`config.mk`:
```
export PLATFORM = sky130hd
export DESIGN_NAME = timer_pair
export DESIGN_NICKNAME = d
export VERILOG_FILES = /design/src/design/timer_pair_pkg.sv /design/src/design/timer_pair.sv
export SDC_FILE = /design/constraint.sdc
export NUM_CORES = 1
export LEC_CHECK = 0
export BUFFER_PORTS_ARGS = -buffer_cell sky130_fd_sc_hd__buf_2
export CAP_MARGIN = 5
export CORE_ASPECT_RATIO = 0.5
export CORE_MARGIN = 5
export CORE_UTILIZATION = 31
export DETAILED_ROUTE_END_ITERATION = 8
export PLACE_DENSITY_LB_ADDON = 0.1
export SYNTH_ARGS = -nofsm -noshare
export SYNTH_HDL_FRONTEND = slang
export SYNTH_SLANG_ARGS = --single-unit
```
`constraint.sdc`:
```
create_clock -name i_mclk -period 3 [get_ports i_mclk]
set_clock_uncertainty 0.15 [all_clocks]
set_input_delay 0.3 -clock i_mclk [delete_from_list [all_inputs] [get_ports i_mclk]]
set_output_delay 0.3 -clock i_mclk [all_outputs]
set_load 0.005 [all_outputs]
```
`src/design/timer_pair_pkg.sv`:
```
/*
 * Shared constants for the dual 16/32-bit timer pair: register indices,
 * control field positions, reset values and prescaler limits.
 * Assumes an APB master on the same clock; byte address is four times the index.
 */
`default_nettype none

package timer_pair_pkg;

	// ************************************************************
	// Register indices (byte address = index * 4)
	// ************************************************************
	localparam int ADDR_W = 12;
	localparam int CNT_W = 16;
	localparam int PSC_W = 8;
	localparam logic [9:0] IDX_LOW_COUNT_WORD = 10'h106;
	localparam logic [9:0] IDX_HIGH_WORD_HOLDING_REG = 10'h108;
	localparam logic [9:0] IDX_HIGH_COUNT_WORD = 10'h10a;
	localparam logic [9:0] IDX_LOW_PERIOD_WORD = 10'h10c;
	localparam logic [9:0] IDX_HIGH_PERIOD_WORD = 10'h10e;
	localparam logic [9:0] IDX_LOWER_TIMER_CONTROL = 10'h110;
	localparam logic [9:0] IDX_UPPER_TIMER_CONTROL = 10'h112;
	localparam logic [9:0] IDX_IRQ_FLAGS_ENABLES = 10'h120;

	// ************************************************************
	// Control fields
	// ************************************************************
	localparam int CTL_RUN_BIT = 15;
	localparam int CTL_SIDL_BIT = 13;
	localparam int CTL_GATE_BIT = 6;
	localparam int CTL_PSC_LSB = 4;
	localparam int CTL_T32_BIT = 3;
	localparam int CTL_CS_BIT = 1;
	localparam logic [15:0] LOWER_CTL_MASK = 16'ha07a;
	localparam logic [15:0] UPPER_CTL_MASK = 16'ha072;

	// ************************************************************
	// Interrupt flag and enable fields
	// ************************************************************
	localparam int IRQ_UP_FLAG_BIT = 0;
	localparam int IRQ_LO_FLAG_BIT = 1;
	localparam int IRQ_UP_EN_BIT = 8;
	localparam int IRQ_LO_EN_BIT = 9;

	// ************************************************************
	// Reset values and prescaler terminal counts
	// ************************************************************
	localparam logic [15:0] CTL_RST = 16'h0000;
	localparam logic [15:0] COUNT_RST = 16'h0000;
	localparam logic [15:0] PERIOD_RST = 16'hffff;
	localparam logic [7:0] PSC_LIM_DIV1 = 8'h00;
	localparam logic [7:0] PSC_LIM_DIV8 = 8'h07;
	localparam logic [7:0] PSC_LIM_DIV64 = 8'h3f;
	localparam logic [7:0] PSC_LIM_DIV256 = 8'hff;

	typedef enum logic [3:0] {
		SEL_NONE, SEL_LOW_CNT, SEL_HOLD, SEL_HIGH_CNT, SEL_LOW_PER,
		SEL_HIGH_PER, SEL_LOW_CTL, SEL_UP_CTL, SEL_IRQ
	} reg_sel_t;

endpackage : timer_pair_pkg

`default_nettype wire

```
`src/design/timer_pair.sv`:
```
/*
 * Dual 16-bit timer pair, cascadable into one 32-bit timer or counter,
 * with APB register access, gated accumulation, prescalers and ADC trigger.
 * Assumes APB master on i_mclk; idle and sleep levels come from the same clock.
 */
// The implementer's own choices: the register addresses and the APB register port.
// Summary of operation
// - 32-bit mode counts cycles, wraps at period
// - Lower word low half, upper word high half
// - 32-bit mode ignores upper control register
// - 32-bit match sets upper flag, enable gates
// - Low word read latches high word
// - Holding write then low write loads high in 32-bit mode
// - 32-bit counter counts synchronised external edges
// - Idle stops count when stop-in-idle set
// - 16-bit timers independent, no asynchronous counting
// - Only lower timer resynchronises prescaler output
// - Gated mode counts while gate pin high
// - Upper ignores gate; lower drives 32-bit
// - Gate falling edge ends count, keeps value
// - Upper match emits ADC trigger pulse
// - Prescaler divides by 1, 8, 64, 256
// - 32-bit mode uses lower prescaler only
// - Count or control writes clear prescaler
// - Disabled timer prescaler is not cleared
// - Control writes leave count unchanged
// - Sleep stops all counting
`default_nettype none

module timer_pair
	import timer_pair_pkg::*;
(
	input wire logic i_mclk,
	input wire logic i_rstn,
	input wire logic i_psel,
	input wire logic i_penable,
	input wire logic i_pwrite,
	input wire logic [ADDR_W-1:0] i_paddr,
	input wire logic [31:0] i_pwdata,
	input wire logic i_cpu_idle,
	input wire logic i_cpu_sleep,
	input wire logic i_external_clock_gate_pin,
	input wire logic i_upper_external_clock_pin,
	output logic o_pready,
	output logic [31:0] o_prdata,
	output logic o_pslverr,
	output logic o_irq_upper,
	output logic o_irq_lower,
	output logic o_adc_trigger
);

	// ************************************************************
	// Decoding
	// ************************************************************
	function automatic reg_sel_t decode(input logic [ADDR_W-1:0] a);
		reg_sel_t s;
		s = SEL_NONE;
		if (a[1:0] == 2'h0) begin
			case (a[ADDR_W-1:2])
				IDX_LOW_COUNT_WORD: s = SEL_LOW_CNT;
				IDX_HIGH_WORD_HOLDING_REG: s = SEL_HOLD;
				IDX_HIGH_COUNT_WORD: s = SEL_HIGH_CNT;
				IDX_LOW_PERIOD_WORD: s = SEL_LOW_PER;
				IDX_HIGH_PERIOD_WORD: s = SEL_HIGH_PER;
				IDX_LOWER_TIMER_CONTROL: s = SEL_LOW_CTL;
				IDX_UPPER_TIMER_CONTROL: s = SEL_UP_CTL;
				IDX_IRQ_FLAGS_ENABLES: s = SEL_IRQ;
				default: s = SEL_NONE;
			endcase
		end
		return s;
	endfunction : decode

	function automatic logic [PSC_W-1:0] psc_limit(input logic [1:0] sel);
		logic [PSC_W-1:0] l;
		case (sel)
			2'h0: l = PSC_LIM_DIV1;
			2'h1: l = PSC_LIM_DIV8;
			2'h2: l = PSC_LIM_DIV64;
			default: l = PSC_LIM_DIV256;
		endcase
		return l;
	endfunction : psc_limit

	// ************************************************************
	// Register state
	// ************************************************************
	logic [15:0] ctl_reg [2];
	logic [CNT_W-1:0] low_count_word_reg, high_count_word_reg, high_word_holding_reg;
	logic [CNT_W-1:0] low_period_word_reg, high_period_word_reg;
	logic upper_timer_irq_flag_reg, lower_timer_irq_flag_reg;
	logic upper_timer_irq_enable_reg, lower_timer_irq_enable_reg;

	// ************************************************************
	// APB slave
	// ************************************************************
	reg_sel_t sel;
	logic access, rd_take, wr_do, wr_lo, wr_hi, wr_irq;
	logic [31:0] rdata_next;

	assign sel = decode(i_paddr);
	assign access = i_psel & i_penable;
	assign rd_take = access & ~o_pready & ~i_pwrite;
	assign wr_do = access & o_pready & i_pwrite;
	assign wr_lo = wr_do & (sel == SEL_LOW_CNT);
	assign wr_hi = wr_do & (sel == SEL_HIGH_CNT);
	assign wr_irq = wr_do & (sel == SEL_IRQ);

	always_comb begin
		rdata_next = 32'h0;
		case (sel)
			SEL_LOW_CNT: rdata_next[15:0] = low_count_word_reg;
			SEL_HOLD: rdata_next[15:0] = high_word_holding_reg;
			SEL_HIGH_CNT: rdata_next[15:0] = high_count_word_reg;
			SEL_LOW_PER: rdata_next[15:0] = low_period_word_reg;
			SEL_HIGH_PER: rdata_next[15:0] = high_period_word_reg;
			SEL_LOW_CTL: rdata_next[15:0] = ctl_reg[0];
			SEL_UP_CTL: rdata_next[15:0] = ctl_reg[1];
			SEL_IRQ: begin
				rdata_next[IRQ_UP_FLAG_BIT] = upper_timer_irq_flag_reg;
				rdata_next[IRQ_LO_FLAG_BIT] = lower_timer_irq_flag_reg;
				rdata_next[IRQ_UP_EN_BIT] = upper_timer_irq_enable_reg;
				rdata_next[IRQ_LO_EN_BIT] = lower_timer_irq_enable_reg;
			end
			default: rdata_next = 32'h0;
		endcase
	end

	// Answer one cycle into the access phase
	always_ff @(posedge i_mclk or negedge i_rstn) begin
		if (!i_rstn) begin
			o_pready <= 1'b0;
			o_prdata <= 32'h0;
			o_pslverr <= 1'b0;
		end else begin
			o_pready <= access & ~o_pready;
			if (access & ~o_pready) begin
				o_pslverr <= (sel == SEL_NONE);
				o_prdata <= i_pwrite ? 32'h0 : rdata_next;
			end
		end
	end

	// ************************************************************
	// Control, period and holding registers
	// ************************************************************
	always_ff @(posedge i_mclk or negedge i_rstn) begin
		if (!i_rstn) begin
			ctl_reg[0] <= CTL_RST;
			ctl_reg[1] <= CTL_RST;
			low_period_word_reg <= PERIOD_RST;
			high_period_word_reg <= PERIOD_RST;
		end else if (wr_do) begin
			case (sel)
				SEL_LOW_CTL: ctl_reg[0] <= i_pwdata[15:0] & LOWER_CTL_MASK;
				SEL_UP_CTL: ctl_reg[1] <= i_pwdata[15:0] & UPPER_CTL_MASK;
				SEL_LOW_PER: low_period_word_reg <= i_pwdata[15:0];
				SEL_HIGH_PER: high_period_word_reg <= i_pwdata[15:0];
				default: ;
			endcase
		end
	end

	always_ff @(posedge i_mclk or negedge i_rstn) begin
		if (!i_rstn) begin
			high_word_holding_reg <= COUNT_RST;
		end else if (rd_take & (sel == SEL_LOW_CNT)) begin
			high_word_holding_reg <= high_count_word_reg;
		end else if (wr_do & (sel == SEL_HOLD)) begin
			high_word_holding_reg <= i_pwdata[15:0];
		end
	end

	// ************************************************************
	// Pin synchronisers and prescalers
	// ************************************************************
	logic t32, gated0, tick_q, tick_lo, tick_hi16;
	logic pin [2], sync1 [2], sync2 [2], sync3 [2];
	logic active [2], src [2], psc_clr [2], psc_out [2];
	logic [PSC_W-1:0] pcnt [2];

	assign t32 = ctl_reg[0][CTL_T32_BIT];
	assign gated0 = ctl_reg[0][CTL_GATE_BIT] & ~ctl_reg[0][CTL_CS_BIT];
	assign pin[0] = i_external_clock_gate_pin;
	assign pin[1] = i_upper_external_clock_pin;

	for (genvar i = 0; i < 2; i++) begin : g_tmr
		logic run, wr_cnt, wr_ctl;
		assign run = ctl_reg[i][CTL_RUN_BIT];
		assign wr_cnt = (i == 0) ? (wr_lo | (t32 & wr_hi)) : wr_hi;
		assign wr_ctl = wr_do & (sel == ((i == 0) ? SEL_LOW_CTL : SEL_UP_CTL));
		// Upper unit is idle while cascaded
		assign active[i] = run & ~(i_cpu_idle & ctl_reg[i][CTL_SIDL_BIT])
			& ~i_cpu_sleep & ((i == 0) | ~t32);
		// External edges are always resynchronised
		assign src[i] = ctl_reg[i][CTL_CS_BIT] ? (sync2[i] & ~sync3[i])
			: (((i == 0) & gated0) ? sync2[i] : 1'b1);
		assign psc_clr[i] = run & (wr_cnt | wr_ctl);
		assign psc_out[i] = active[i] & src[i] & ~psc_clr[i]
			& (pcnt[i] >= psc_limit(ctl_reg[i][CTL_PSC_LSB +: 2]));

		always_ff @(posedge i_mclk or negedge i_rstn) begin
			if (!i_rstn) begin
				sync1[i] <= 1'b0;
				sync2[i] <= 1'b0;
				sync3[i] <= 1'b0;
			end else begin
				sync1[i] <= pin[i];
				sync2[i] <= sync1[i];
				sync3[i] <= sync2[i];
			end
		end

		always_ff @(posedge i_mclk or negedge i_rstn) begin
			if (!i_rstn) begin
				pcnt[i] <= '0;
			end else if (psc_clr[i]) begin
				pcnt[i] <= '0;
			end else if (active[i] & src[i]) begin
				pcnt[i] <= psc_out[i] ? '0 : pcnt[i] + 1'b1;
			end
		end
	end

	// Lower prescaler output is resampled before use
	always_ff @(posedge i_mclk or negedge i_rstn) begin
		if (!i_rstn) begin
			tick_q <= 1'b0;
		end else begin
			tick_q <= psc_out[0];
		end
	end

	assign tick_lo = tick_q & active[0] & ~wr_lo;
	assign tick_hi16 = psc_out[1] & ~t32;

	// ************************************************************
	// Counters
	// ************************************************************
	logic match32, match_lo, match_hi, evt_up, evt_lo, gate_fall;

	assign match_lo = low_count_word_reg == low_period_word_reg;
	assign match_hi = high_count_word_reg == high_period_word_reg;
	assign match32 = match_lo & match_hi;

	// Control writes never touch the count
	always_ff @(posedge i_mclk or negedge i_rstn) begin
		if (!i_rstn) begin
			low_count_word_reg <= COUNT_RST;
		end else if (wr_lo) begin
			low_count_word_reg <= i_pwdata[15:0];
		end else if (tick_lo & ~(t32 & wr_hi)) begin
			if (t32 ? match32 : match_lo) begin
				low_count_word_reg <= '0;
			end else begin
				low_count_word_reg <= low_count_word_reg + 1'b1;
			end
		end
	end

	always_ff @(posedge i_mclk or negedge i_rstn) begin
		if (!i_rstn) begin
			high_count_word_reg <= COUNT_RST;
		end else if (wr_lo & t32) begin
			high_count_word_reg <= high_word_holding_reg;
		end else if (wr_hi) begin
			high_count_word_reg <= i_pwdata[15:0];
		end else if (t32 & tick_lo) begin
			if (match32) begin
				high_count_word_reg <= '0;
			end else if (&low_count_word_reg) begin
				high_count_word_reg <= high_count_word_reg + 1'b1;
			end
		end else if (tick_hi16) begin
			high_count_word_reg <= match_hi ? '0 : high_count_word_reg + 1'b1;
		end
	end

	// ************************************************************
	// Events, flags and outputs
	// ************************************************************
	assign evt_up = t32 ? (tick_lo & match32 & ~wr_hi) : (tick_hi16 & match_hi & ~wr_hi);
	assign evt_lo = ~t32 & tick_lo & match_lo;
	// Gate end stops counting and sets the lower flag, or the upper flag in 32-bit mode; value is kept
	assign gate_fall = ctl_reg[0][CTL_RUN_BIT] & gated0 & sync3[0] & ~sync2[0];

	// A set in the same cycle as a clear wins
	always_ff @(posedge i_mclk or negedge i_rstn) begin
		if (!i_rstn) begin
			upper_timer_irq_flag_reg <= 1'b0;
			lower_timer_irq_flag_reg <= 1'b0;
		end else begin
			upper_timer_irq_flag_reg <= (upper_timer_irq_flag_reg
				& ~(wr_irq & i_pwdata[IRQ_UP_FLAG_BIT])) | evt_up | (t32 & gate_fall);
			lower_timer_irq_flag_reg <= (lower_timer_irq_flag_reg
				& ~(wr_irq & i_pwdata[IRQ_LO_FLAG_BIT])) | evt_lo | (~t32 & gate_fall);
		end
	end

	always_ff @(posedge i_mclk or negedge i_rstn) begin
		if (!i_rstn) begin
			upper_timer_irq_enable_reg <= 1'b0;
			lower_timer_irq_enable_reg <= 1'b0;
		end else if (wr_irq) begin
			upper_timer_irq_enable_reg <= i_pwdata[IRQ_UP_EN_BIT];
			lower_timer_irq_enable_reg <= i_pwdata[IRQ_LO_EN_BIT];
		end
	end

	always_ff @(posedge i_mclk or negedge i_rstn) begin
		if (!i_rstn) begin
			o_irq_upper <= 1'b0;
			o_irq_lower <= 1'b0;
			o_adc_trigger <= 1'b0;
		end else begin
			o_irq_upper <= upper_timer_irq_flag_reg & upper_timer_irq_enable_reg;
			o_irq_lower <= lower_timer_irq_flag_reg & lower_timer_irq_enable_reg;
			o_adc_trigger <= evt_up;
		end
	end

	// ************************************************************
	// Assertions
	// ************************************************************
	property p_wrap32;
		@(posedge i_mclk) disable iff (!i_rstn)
		t32 && tick_lo && match32 && !wr_hi
		|=> {high_count_word_reg, low_count_word_reg} == 32'h0;
	endproperty
	a_wrap32: assert property (p_wrap32) else $error("32-bit count did not wrap");

	property p_inc32;
		@(posedge i_mclk) disable iff (!i_rstn)
		t32 && tick_lo && !match32 && !wr_hi
		|=> {high_count_word_reg, low_count_word_reg}
			== $past({high_count_word_reg, low_count_word_reg}) + 32'h1;
	endproperty
	a_inc32: assert property (p_inc32) else $error("32-bit count did not step");

	property p_hold32;
		@(posedge i_mclk) disable iff (!i_rstn)
		t32 && !tick_lo && !wr_lo && !wr_hi
		|=> $stable({high_count_word_reg, low_count_word_reg});
	endproperty
	a_hold32: assert property (p_hold32) else $error("32-bit count moved without tick");

	property p_irq_up;
		@(posedge i_mclk) disable iff (!i_rstn)
		evt_up && upper_timer_irq_enable_reg && !wr_irq |=> ##1 o_irq_upper;
	endproperty
	a_irq_up: assert property (p_irq_up) else $error("Upper interrupt not raised");

	property p_capture;
		@(posedge i_mclk) disable iff (!i_rstn)
		rd_take && sel == SEL_LOW_CNT |=> high_word_holding_reg == $past(high_count_word_reg);
	endproperty
	a_capture: assert property (p_capture) else $error("High word not captured");
	property p_load_hi;
		@(posedge i_mclk) disable iff (!i_rstn)
		wr_lo && t32 |=> high_count_word_reg == $past(high_word_holding_reg);
	endproperty
	a_load_hi: assert property (p_load_hi) else $error("Held word not loaded");
	property p_idle;
		@(posedge i_mclk) disable iff (!i_rstn)
		i_cpu_idle && ctl_reg[0][CTL_SIDL_BIT] && !wr_lo && !wr_hi
		|=> $stable(low_count_word_reg);
	endproperty
	a_idle: assert property (p_idle) else $error("Counted during idle");
	property p_idle_hi;
		@(posedge i_mclk) disable iff (!i_rstn)
		i_cpu_idle && ctl_reg[1][CTL_SIDL_BIT] && !t32 && !wr_hi |=> $stable(high_count_word_reg);
	endproperty
	a_idle_hi: assert property (p_idle_hi) else $error("Upper counted during idle");
	property p_gate_low;
		@(posedge i_mclk) disable iff (!i_rstn)
		gated0 && $past(gated0) && !sync2[0] && $past(!sync2[0]) && !wr_lo && !wr_hi
		|=> $stable(low_count_word_reg);
	endproperty
	a_gate_low: assert property (p_gate_low) else $error("Counted with gate low");
	property p_adc;
		@(posedge i_mclk) disable iff (!i_rstn)
		evt_up |=> o_adc_trigger ##1 !o_adc_trigger || $past(evt_up, 1);
	endproperty
	a_adc: assert property (p_adc) else $error("ADC trigger not pulsed");
	property p_psc_clr;
		@(posedge i_mclk) disable iff (!i_rstn)
		wr_do && sel == SEL_LOW_CTL && ctl_reg[0][CTL_RUN_BIT] |=> pcnt[0] == '0;
	endproperty
	a_psc_clr: assert property (p_psc_clr) else $error("Prescaler not cleared");

endmodule : timer_pair

`default_nettype wire

```
**Word-level counts from Yosys, hierarchy flattened**

Cells that the tools add are included.

- $add $sub $neg: 4
- Multipliers: 0
- Divide/modulo/power cells: 0
- $lt $le $gt $ge: 2
- Equal/unequal tests: 23
- Shift-type cells: 0
- Mux-type cells: 32
- Bitwise logic cells: 79
- Reductions and logical operators: 15

Operators by type and width:

| cell | count |
|---|---|
| two-way mux 16 bit | 13 |
| case mux 6 bit (7 select lines) | 2 |
| equality test 10 x 9 -> 1 bit, second input constant | 8 |
| bitwise AND 1 bit | 55 |
| two-way mux 8 bit | 6 |
| case mux 8 bit (3 select lines) | 2 |
| adder 16 x 1 -> 16 bit, second input constant | 2 |
| equality test 16 bit | 2 |
| case mux 4 bit (8 select lines) | 1 |
| inverter 1 bit | 17 |
| adder 8 x 1 -> 8 bit, second input constant | 2 |
| equality test 4 x 3 -> 1 bit, second input constant | 4 |
| >= comparator 8 bit | 2 |
| case mux 2 bit (8 select lines) | 1 |
| AND reduction 16 bit | 1 |
| case mux 2 bit (6 select lines) | 1 |
| AND reduction 2 bit | 5 |
| equality test 4 x 2 -> 1 bit, second input constant | 2 |
| nonzero test 2 bit | 4 |
| OR 1 bit | 7 |
| logical NOT 2 bit | 3 |
| two-way mux 1 bit | 5 |
| inequality test 5 x 4 -> 1 bit, second input constant | 1 |
| equality test 2 x 1 -> 1 bit, second input constant | 2 |
| 6 further kinds | 7 |

- Register bits: 157
- Bits in latches: 0
- Memory bits (writable): 0
- Bits in read-only memories: 0
- Memories kept: 0

**Longest topological paths before layout**

Gate-level depths: netlist of run 1.

- Word-level depth: 16
- Depth in mapped cells: 11
- Gate-level depth less buffers: 9

**Least setup slack after synthesis of run 1**

No wires, ideal clock.

- Path type: reg-to-reg
- From: register ctl_reg[21] (netlist name)
- To: register pcnt[10] (netlist name)
- Data arrival time: 2.330 ns
- Data required time: 2.786 ns
- Setup slack: 0.456 ns
- Cell stages (with the launch flop): 11
- Path buffers: 1
- Period minus slack after synthesis: 2.544 ns
- Cells stage by stage: dfrtp_1 or2_2 ha_1 nand2b_1 a21o_1 a21o_1 a211o_1 a21o_1 buf_2 nor3b_1 a21o_1

- Word-level cells in the longest chain between the ends: 7
- Elaborated cells on any way between the ends: 9
- Those cells by class: order compare: 1; eq/ne: 2; mux: 4; bitwise: 1; reduce/logical: 1

Ends and longest elaborated chain:

| what | line | RTL |
|---|---|---|
| from (decl) | timer_pair.sv:88 | `logic [15:0] ctl_reg [2];` |
| equality test 2 bit, or another cell as far along | timer_pair.sv:76 | `case (sel)` |
| case mux 8 bit (3 select lines) * | timer_pair.sv:76 |  |
| >= comparator 8 bit * | timer_pair.sv:200 | `& (pcnt[i] >= psc_limit(ctl_reg[i][CTL_PSC_LSB +: 2]));` |
| bitwise AND 1 bit * | timer_pair.sv:200 |  |
| two-way mux 8 bit * | timer_pair.sv:220 | `pcnt[i] <= psc_out[i] ? '0 : pcnt[i] + 1'b1;` |
| two-way mux 8 bit * | timer_pair.sv:219 | `end else if (active[i] & src[i]) begin` |
| two-way mux 8 bit * | timer_pair.sv:217 | `end else if (psc_clr[i]) begin` |
| to (signal, indexed assignment) | timer_pair.sv:220 |  |
| to (decl) | timer_pair.sv:180 | `logic [PSC_W-1:0] pcnt [2];` |

Every way passes the cells marked *; elsewhere a longest branch is shown, timed or not. The select of a mux whose other input is x is not followed.
A chain may end at the register's enable or synchronous reset.

**Worst setup path in the final report of run 1**

- From: register high_count_word_reg[0]
- To: register high_count_word_reg[15]

- Word-level cells in the longest chain between the ends: 6
- Elaborated cells on any way between the ends: 12
- Those cells by class: add/sub: 1; eq/ne: 2; mux: 7; bitwise: 1; reduce/logical: 1

Ends and longest elaborated chain:

| what | line | RTL |
|---|---|---|
| from (decl) | timer_pair.sv:89 | `logic [CNT_W-1:0] low_count_word_reg, high_count_word_reg, high_word_holding_reg;` |
| from (signal assigned) | timer_pair.sv:265 | `high_count_word_reg <= high_word_holding_reg;` |
| from (signal assigned) | timer_pair.sv:267 | `high_count_word_reg <= i_pwdata[15:0];` |
| from (signal assigned) | timer_pair.sv:272 | `high_count_word_reg <= high_count_word_reg + 1'b1;` |
| adder 16 x 1 -> 16 bit / equality test 16 bit (equally long branches) | timer_pair.sv:272, timer_pair.sv:275, timer_pair.sv:243 |  |
| two-way mux 16 bit, or another cell as far along | timer_pair.sv:275 | `high_count_word_reg <= match_hi ? '0 : high_count_word_reg + 1'b1;` |
| two-way mux 16 bit, on equally long branches | timer_pair.sv:274, timer_pair.sv:269 |  |
| two-way mux 16 bit | timer_pair.sv:268 | `end else if (t32 & tick_lo) begin` |
| two-way mux 16 bit | timer_pair.sv:266 | `end else if (wr_hi) begin` |
| two-way mux 16 bit | timer_pair.sv:264 | `end else if (wr_lo & t32) begin` |

Several ways; a longest one is shown, not always the timed one. The select of a mux whose other input is x is not followed.

==> results of run 1 <==
## through the flow
step / cell area [um2] / total power, mW / cells
6_report: 10400 / 4.49 / 1388
5_1_grt: 10400 / 4.65 / 1388
4_1_cts: 10400 / 4.55 / 1388
3_5_place_dp: 9660 / 2.15 / 1350
3_3_place_gp: 9660 / 2.15 / 1350
2_1_floorplan: 8700 / 2.03 / 912
## critical path, cell delays in order (launching register included)
cell                      delay [ps]
sky130_fd_sc_hd__dfrtp_1         550
sky130_fd_sc_hd__and3_1          250
sky130_fd_sc_hd__nand4_1         240
sky130_fd_sc_hd__or3_1           440
sky130_fd_sc_hd__or3_1           440
sky130_fd_sc_hd__or2_2           310
sky130_fd_sc_hd__a22oi_1         200
sky130_fd_sc_hd__o22ai_2         100
## layout make-up
cell class | instances | area (um2)
timing repair buffer | 132 | 907
clock buffer | 20 | 447
clock inverter | 12 | 193
tap | 382 | 478
fill | 2814 | 17200
inverter | 33 | 124
multi-input combinational | 668 | 4650
sequential | 141 | 3570
## layer usage
layer,global-route usage,part of all wire,vias up
li1,-,-,3468
met1,0.275,0.51,3721
met2,0.286,0.43,196
met3,0.0481,0.055,29
met4,0.0456,0.012,0
met5,0,0,-
## kinds of logic (layout without fill, tap and decap cells)
kind of cell,count (synthesis),after routing,synth area share
adders and majority gates,20,20,0.0289
buffers and inverters,103,197,0.0576
other,1,16,0.000434
AOI/OAI and AO/OA,225,225,0.185
xor gates and xnor gates,37,37,0.0375
and+or+nand+nor,287,287,0.174
muxes,83,83,0.104
DFF,141,141,0.413
## power groups by stage
stage / logic, mW / registers, mW / clock network (mW)
floorplan: 0.0765 / 1.95 / 0
global placement: 0.197 / 1.95 / 0
detailed placement: 0.199 / 1.95 / 0
CTS: 0.206 / 1.92 / 2.43
global route: 0.225 / 1.91 / 2.51
finish: 0.201 / 1.92 / 2.37
## path summary, 6_finish.rpt
path,end,depth (start not counted)
min,low_count_word_reg[12],3
min in group asynchronous,low_count_word_reg[13],2
min reg2reg,sync2[0],0
max in group asynchronous,low_period_word_reg[15],3
max reg2reg,high_count_word_reg[15],7
max,high_count_word_reg[15],7
## cells in the mapped netlist (all sizes together), types with 26 or more instances
| cell type | number |
|---|---|
| mux2 | 56 |
| a21oi | 27 |
| nor2 | 50 |
| mux2i | 27 |
| buf | 35 |
| xnor2 | 34 |
| nand3 | 26 |
| nand2 | 93 |
| o21ai | 68 |
| clkbuf | 35 |
| dfstp | 32 |
| dfrtp | 109 |
| nor3 | 26 |
| inv | 33 |
## timing repair
action / 4_1_cts / 5_1_grt
hold endpoints to repair: 42 / 0
gates resized for setup: 0 / 0
hold buffers: 6 / 0
==> impl_table.tex, run 1 <==
\begin{tabular}{lr}
\hline
Metric & Value \\
\hline
\multicolumn{2}{l}{\textbf{STA}} \\
Final critical-path share of the clock period & 0.944 \\
Final Slew Violations & 0 \\
Setup repair after global routing missed its margin & false \\
Number of hold violations in the final report & 0 \\
Worst hold margin & about 18 ps \\
Transition at the pin with the smallest max-transition slack & 663 ps \\
Final-layout setup total negative slack & 0 ps \\
Worst slew margin relative to its limit & 0.558 \\
Clock period minus worst slack & about 2800 ps \\
Least setup slack across all paths after layout & 167 ps \\
Endpoints failing setup & 0 \\
Upper clock frequency limit & 353 MHz \\
\multicolumn{2}{l}{\textbf{Power and ir drop}} \\
Sequential cell fraction of total power & 0.426 \\
Leakage component of the power & 4.41 nW \\
Clk network pwr share & 0.529 \\
Sw Share & 0.229 \\
Internal power of the cells & 3.46 mW \\
Power density normalized to cell area & between 400 and 500 mW/mm2 \\
Switching power summed over all nets & 1.03 mW \\
Worst vdd ir & between 300 and 400 uV \\
Portion of total power attributed to combinational logic & 0.045 \\
\multicolumn{2}{l}{\textbf{Floorplanning}} \\
Die boundary width & 246 um \\
Area inside the core boundary & 0.0276 mm2 \\
IO Count & 90 \\
Total Die Area & 0.0315 mm2 \\
Starting density of the core & 0.313 \\
Num rows & 43 \\
Die extent in y & 128 um \\
\multicolumn{2}{l}{\textbf{Route}} \\
WL per Instance & 21.2 um \\
Post-detailed-route count of antenna-violating nets & 0 \\
Vias & 7,414 \\
Pre-Repair DR Iteration Count & 9 \\
Total routed wirelength & 29,500 um \\
DRC violation count after routing & 0 \\
DR vias/cell & 5.34 \\
DRC marker count from the first detailed-route iteration & 622 \\
\multicolumn{2}{l}{\textbf{Final layout}} \\
Ratio of cells with drive above 1 in the final layout & 0.272 \\
Antenna diode count & 0 \\
Most common cell after layout, fill and taps aside & sky130\_fd\_sc\_hd\_\_dfrtp\_1 \\
Number of nets in the finished design & around 1,100 \\
Syn-to-layout area delta & 19.8\% \\
Core occupancy in the finished layout & 0.375 \\
Commonest cells after routing, fill and taps aside & sky130\_fd\_sc\_hd\_\_dfrtp\_1, sky130\_fd\_sc\_hd\_\_nand2\_1, sky130\_fd\_sc\_hd\_\_buf\_4, sky130\_fd\_sc\_hd\_\_mux2\_2, sky130\_fd\_sc\_hd\_\_buf\_2 \\
\multicolumn{2}{l}{\textbf{CTS}} \\
Clk Latency, worst-skew pair & $\sim$450 ps \\
Number of H-tree levels & 4 \\
Clock tree from TritonCTS & done \\
Post-CTS setup-driven buffer insertion count & 0 \\
Clock buffer count from CTS & 17 \\
Buffers from clock root to sink, at most & 2 \\
Num Clock Sinks & $\sim$140 \\
Clock-pin slew reported for the worst setup and hold paths after clock tree synthesis & 70 ps \\
CTS Root Buffer Type & sky130\_fd\_sc\_hd\_\_clkbuf\_16 \\
\multicolumn{2}{l}{\textbf{Synthesis}} \\
Count of flip-flops with a built-in enable after synthesis & 0 \\
Library cell occupying the most area in the post-synthesis netlist & sky130\_fd\_sc\_hd\_\_dfrtp\_1 \\
Cell count after synthesis & 897 \\
Syn\_area\_per\_cell & 9.64 um2 \\
Dominant register cell in the synthesized netlist & sky130\_fd\_sc\_hd\_\_dfrtp\_1 \\
Count of synthesis-stage warnings from yosys & 0 \\
Post-synthesis cell area & approximately 0.0086 mm2 \\
Leading post-synthesis cells by cell area & sky130\_fd\_sc\_hd\_\_dfrtp\_1, sky130\_fd\_sc\_hd\_\_dfstp\_2, sky130\_fd\_sc\_hd\_\_mux2\_2 \\
Share of synthesized registers carrying an async set or reset & 1.00 \\
Top-area cell type share of the netlist area & 0.315 \\
Seq cells post-synth & 141 \\
Count of cell types in the netlist & 72 \\
Register area share after synthesis & 0.413 \\
\multicolumn{2}{l}{\textbf{Critical path}} \\
Critical Path Fanout Max & 7 \\
Startpoint types & flop \\
R2R Setup Slk & around 170 ps \\
Origin of the critical flop-to-flop path & high\_count\_word\_reg[0] \\
Type of destination of the critical path & flop \\
Critical Setup Path Class & flop to flop \\
Worst path arrival time & 2990 ps \\
Worst endpoint required time & about 3200 ps \\
Beginning of the critical path & high\_count\_word\_reg[0] \\
\multicolumn{2}{l}{\textbf{Global routing}} \\
Total congestion overflow & 0 \\
All-layer global routing usage & 0.190 \\
First-pass GRT wire length & 45,000 um \\
Number of antenna violations at the first check in global routing & 0 \\
Vias in the first global route & 7,259 \\
Maximum number of pins on one net before global-route repair & 61 \\
\multicolumn{2}{l}{\textbf{Hold path}} \\
Worst hold path class & primary input to flop \\
Startpoint of the most critical hold path & i\_pwdata[12] \\
\multicolumn{2}{l}{\textbf{Placed design}} \\
HPWL reported at the end of detailed placement & between 20,000 and 25,000 um \\
Worst-case setup slack after placement & 144 ps \\
Global placement routability congestion & 0.865 \\
IO Port Bufs & 57 \\
\multicolumn{2}{l}{\textbf{Status}} \\
Run status & complete, no violations \\
\multicolumn{2}{l}{\textbf{Run}} \\
Maxcap violations & 0 \\
\hline
\end{tabular}
(Power assumes the default switching activity.)
==> inputs of run 2 (changes only) <==
Settings changed: PLACE_DENSITY_LB_ADDON 0.1 to 0.08.
==> impl_table.tex, run 2 (same netlist as run 1, synthesis figures left out) <==
\begin{tabular}{lr}
\hline
Metric & Value \\
\hline
\multicolumn{2}{l}{\textbf{Floorplanning}} \\
IO Count & 90 \\
Die extent in y & 128 um \\
Starting density of the core & 0.313 \\
Num rows & between 40 and 50 \\
Die boundary width & between 200 and 250 um \\
Area inside the core boundary & 0.0276 mm2 \\
Total Die Area & 0.0315 mm2 \\
\multicolumn{2}{l}{\textbf{CTS}} \\
Post-CTS setup-driven buffer insertion count & 0 \\
Number of H-tree levels & 4 \\
Num Clock Sinks & 141 \\
Clock tree from TritonCTS & done \\
Clock-pin slew reported for the worst setup and hold paths after clock tree synthesis & 60 ps \\
Clk Latency, worst-skew pair & 440 ps \\
Buffers from clock root to sink, at most & 2 \\
CTS Root Buffer Type & sky130\_fd\_sc\_hd\_\_clkbuf\_16 \\
Clock buffer count from CTS & 17 \\
\multicolumn{2}{l}{\textbf{Critical path}} \\
Worst path arrival time & 2980 ps \\
Worst endpoint required time & 3150 ps \\
Startpoint types & flop \\
Critical Path Fanout Max & 9 \\
Critical Setup Path Class & flop to flop \\
Type of destination of the critical path & flop \\
\multicolumn{2}{l}{\textbf{Route}} \\
Pre-Repair DR Iteration Count & 6 \\
Vias & 7,348 \\
DRC marker count from the first detailed-route iteration & 659 \\
Post-detailed-route count of antenna-violating nets & 0 \\
DR vias/cell & 5.30 \\
Total routed wirelength & 29,900 um \\
DRC violation count after routing & 0 \\
WL per Instance & 21.6 um \\
\multicolumn{2}{l}{\textbf{Global routing}} \\
All-layer global routing usage & 0.194 \\
Total congestion overflow & 0 \\
Maximum number of pins on one net before global-route repair & 68 \\
Vias in the first global route & a little over 7,000 \\
First-pass GRT wire length & approximately 46,000 um \\
Number of antenna violations at the first check in global routing & 0 \\
\multicolumn{2}{l}{\textbf{Placed design}} \\
Global placement routability congestion & 0.880 \\
IO Port Bufs & 57 \\
HPWL reported at the end of detailed placement & approximately 22,000 um \\
\multicolumn{2}{l}{\textbf{STA}} \\
Transition at the pin with the smallest max-transition slack & 572 ps \\
Setup repair after global routing missed its margin & false \\
Worst slew margin relative to its limit & 0.619 \\
Final Slew Violations & 0 \\
Clock period minus worst slack & approximately 2800 ps \\
Final critical-path share of the clock period & 0.946 \\
Upper clock frequency limit & 352 MHz \\
Endpoints failing setup & 0 \\
Final-layout setup total negative slack & 0 ps \\
Number of hold violations in the final report & 0 \\
\multicolumn{2}{l}{\textbf{Final layout}} \\
Syn-to-layout area delta & 18.9\% \\
Antenna diode count & 0 \\
Number of nets in the finished design & 1,065 \\
Commonest cells after routing, fill and taps aside & sky130\_fd\_sc\_hd\_\_dfrtp\_1, sky130\_fd\_sc\_hd\_\_nand2\_1, sky130\_fd\_sc\_hd\_\_buf\_4, sky130\_fd\_sc\_hd\_\_mux2\_2, sky130\_fd\_sc\_hd\_\_buf\_2 \\
Ratio of cells with drive above 1 in the final layout & 0.272 \\
Most common cell after layout, fill and taps aside & sky130\_fd\_sc\_hd\_\_dfrtp\_1 \\
\multicolumn{2}{l}{\textbf{Hold path}} \\
Worst hold path class & primary input to flop \\
\multicolumn{2}{l}{\textbf{Power and ir drop}} \\
Worst vdd ir & around 430 uV \\
Power density normalized to cell area & 407 mW/mm2 \\
Tot Pwr & 4.19 mW \\
Leakage component of the power & about 4.4 nW \\
\multicolumn{2}{l}{\textbf{Run}} \\
Maxcap violations & 0 \\
\multicolumn{2}{l}{\textbf{Status}} \\
Run status & complete, no violations \\
\hline
\end{tabular}
==> run 2: cell types whose count changed in the layout (fill, tap and decap cells not counted), sizes merged <==
cell    change
clkinv      -1
buf         -1
bufinv      -4
clkbuf      +5
==> run 2: worst paths after layout <==
kind                                  startpoint                 endpoint  slack (ps)  cells after the start
setup / recovery           low_count_word_reg[6]  high_count_word_reg[10]         160                      9
hold / removal                      i_pwdata[12]   low_count_word_reg[12]          30                      3
setup reg to reg           low_count_word_reg[6]  high_count_word_reg[10]         160                      9
hold reg to reg                         sync1[0]                 sync2[0]         200                      0
max in group asynchronous                 i_rstn   low_period_word_reg[9]        1670                      3
min in group asynchronous                 i_rstn                 pcnt[10]         220                      2
==> run 2: layer usage <==
metal / part of all wire / global-route usage / up-vias
met5: 0 / 0 / -
li1: - / - / 3467
met3: 0.044 / 0.0363 / 26
met2: 0.43 / 0.288 / 186
met4: 0.014 / 0.0459 / 0
met1: 0.51 / 0.291 / 3669
==> run 2: where the power goes <==
group,internal [mW],total (mW),switching [mW]
Sequential,1.91,1.92,0.00412
Combinational,0.0590,0.202,0.143
Clock,1.22,2.07,0.848
==> run 2: metrics by stage <==
stage / instance area (um2) / hold WS (ps) / instances / setup slack [ps] / utilization
floorplan: 8700 / -146 / 912 / 456 / -
global placement: 9660 / 130 / 1349 / 128 / 0.350
detailed placement: 9660 / 132 / 1349 / 83.1 / 0.350
CTS: 10300 / 6.78 / 1387 / 118 / 0.372
global route: 10300 / 8.99 / 1387 / 39.1 / 0.373
finish: 10300 / 32.3 / 1387 / 162 / 0.373
==> run 2: repair_timing <==
action,in CTS,in global routing
hold endpoints to repair,51,0
hold buffers,6,0
endpoints found under the setup margin,0,13
gates resized for setup,0,2
==> run 2: area by class of cell <==
cell class                 instances  area (um2)
sequential                       141        3570
inverter                          33         124
clock inverter                     7        63.8
timing repair buffer             131         900
multi-input combinational        668        4660
tap                              382         478
fill                            2799       17300
clock buffer                      25         495
==> run 2: critical path, stage by stage, from the launching register on <==
cell                      delay, ps
sky130_fd_sc_hd__dfrtp_1        390
sky130_fd_sc_hd__xnor2_1        470
sky130_fd_sc_hd__nand4_1        250
sky130_fd_sc_hd__nor4_1         330
sky130_fd_sc_hd__buf_4          180
sky130_fd_sc_hd__a32oi_1         60
sky130_fd_sc_hd__o32a_1         300
sky130_fd_sc_hd__buf_4          220
sky130_fd_sc_hd__a22oi_1        240
sky130_fd_sc_hd__o22ai_2        100
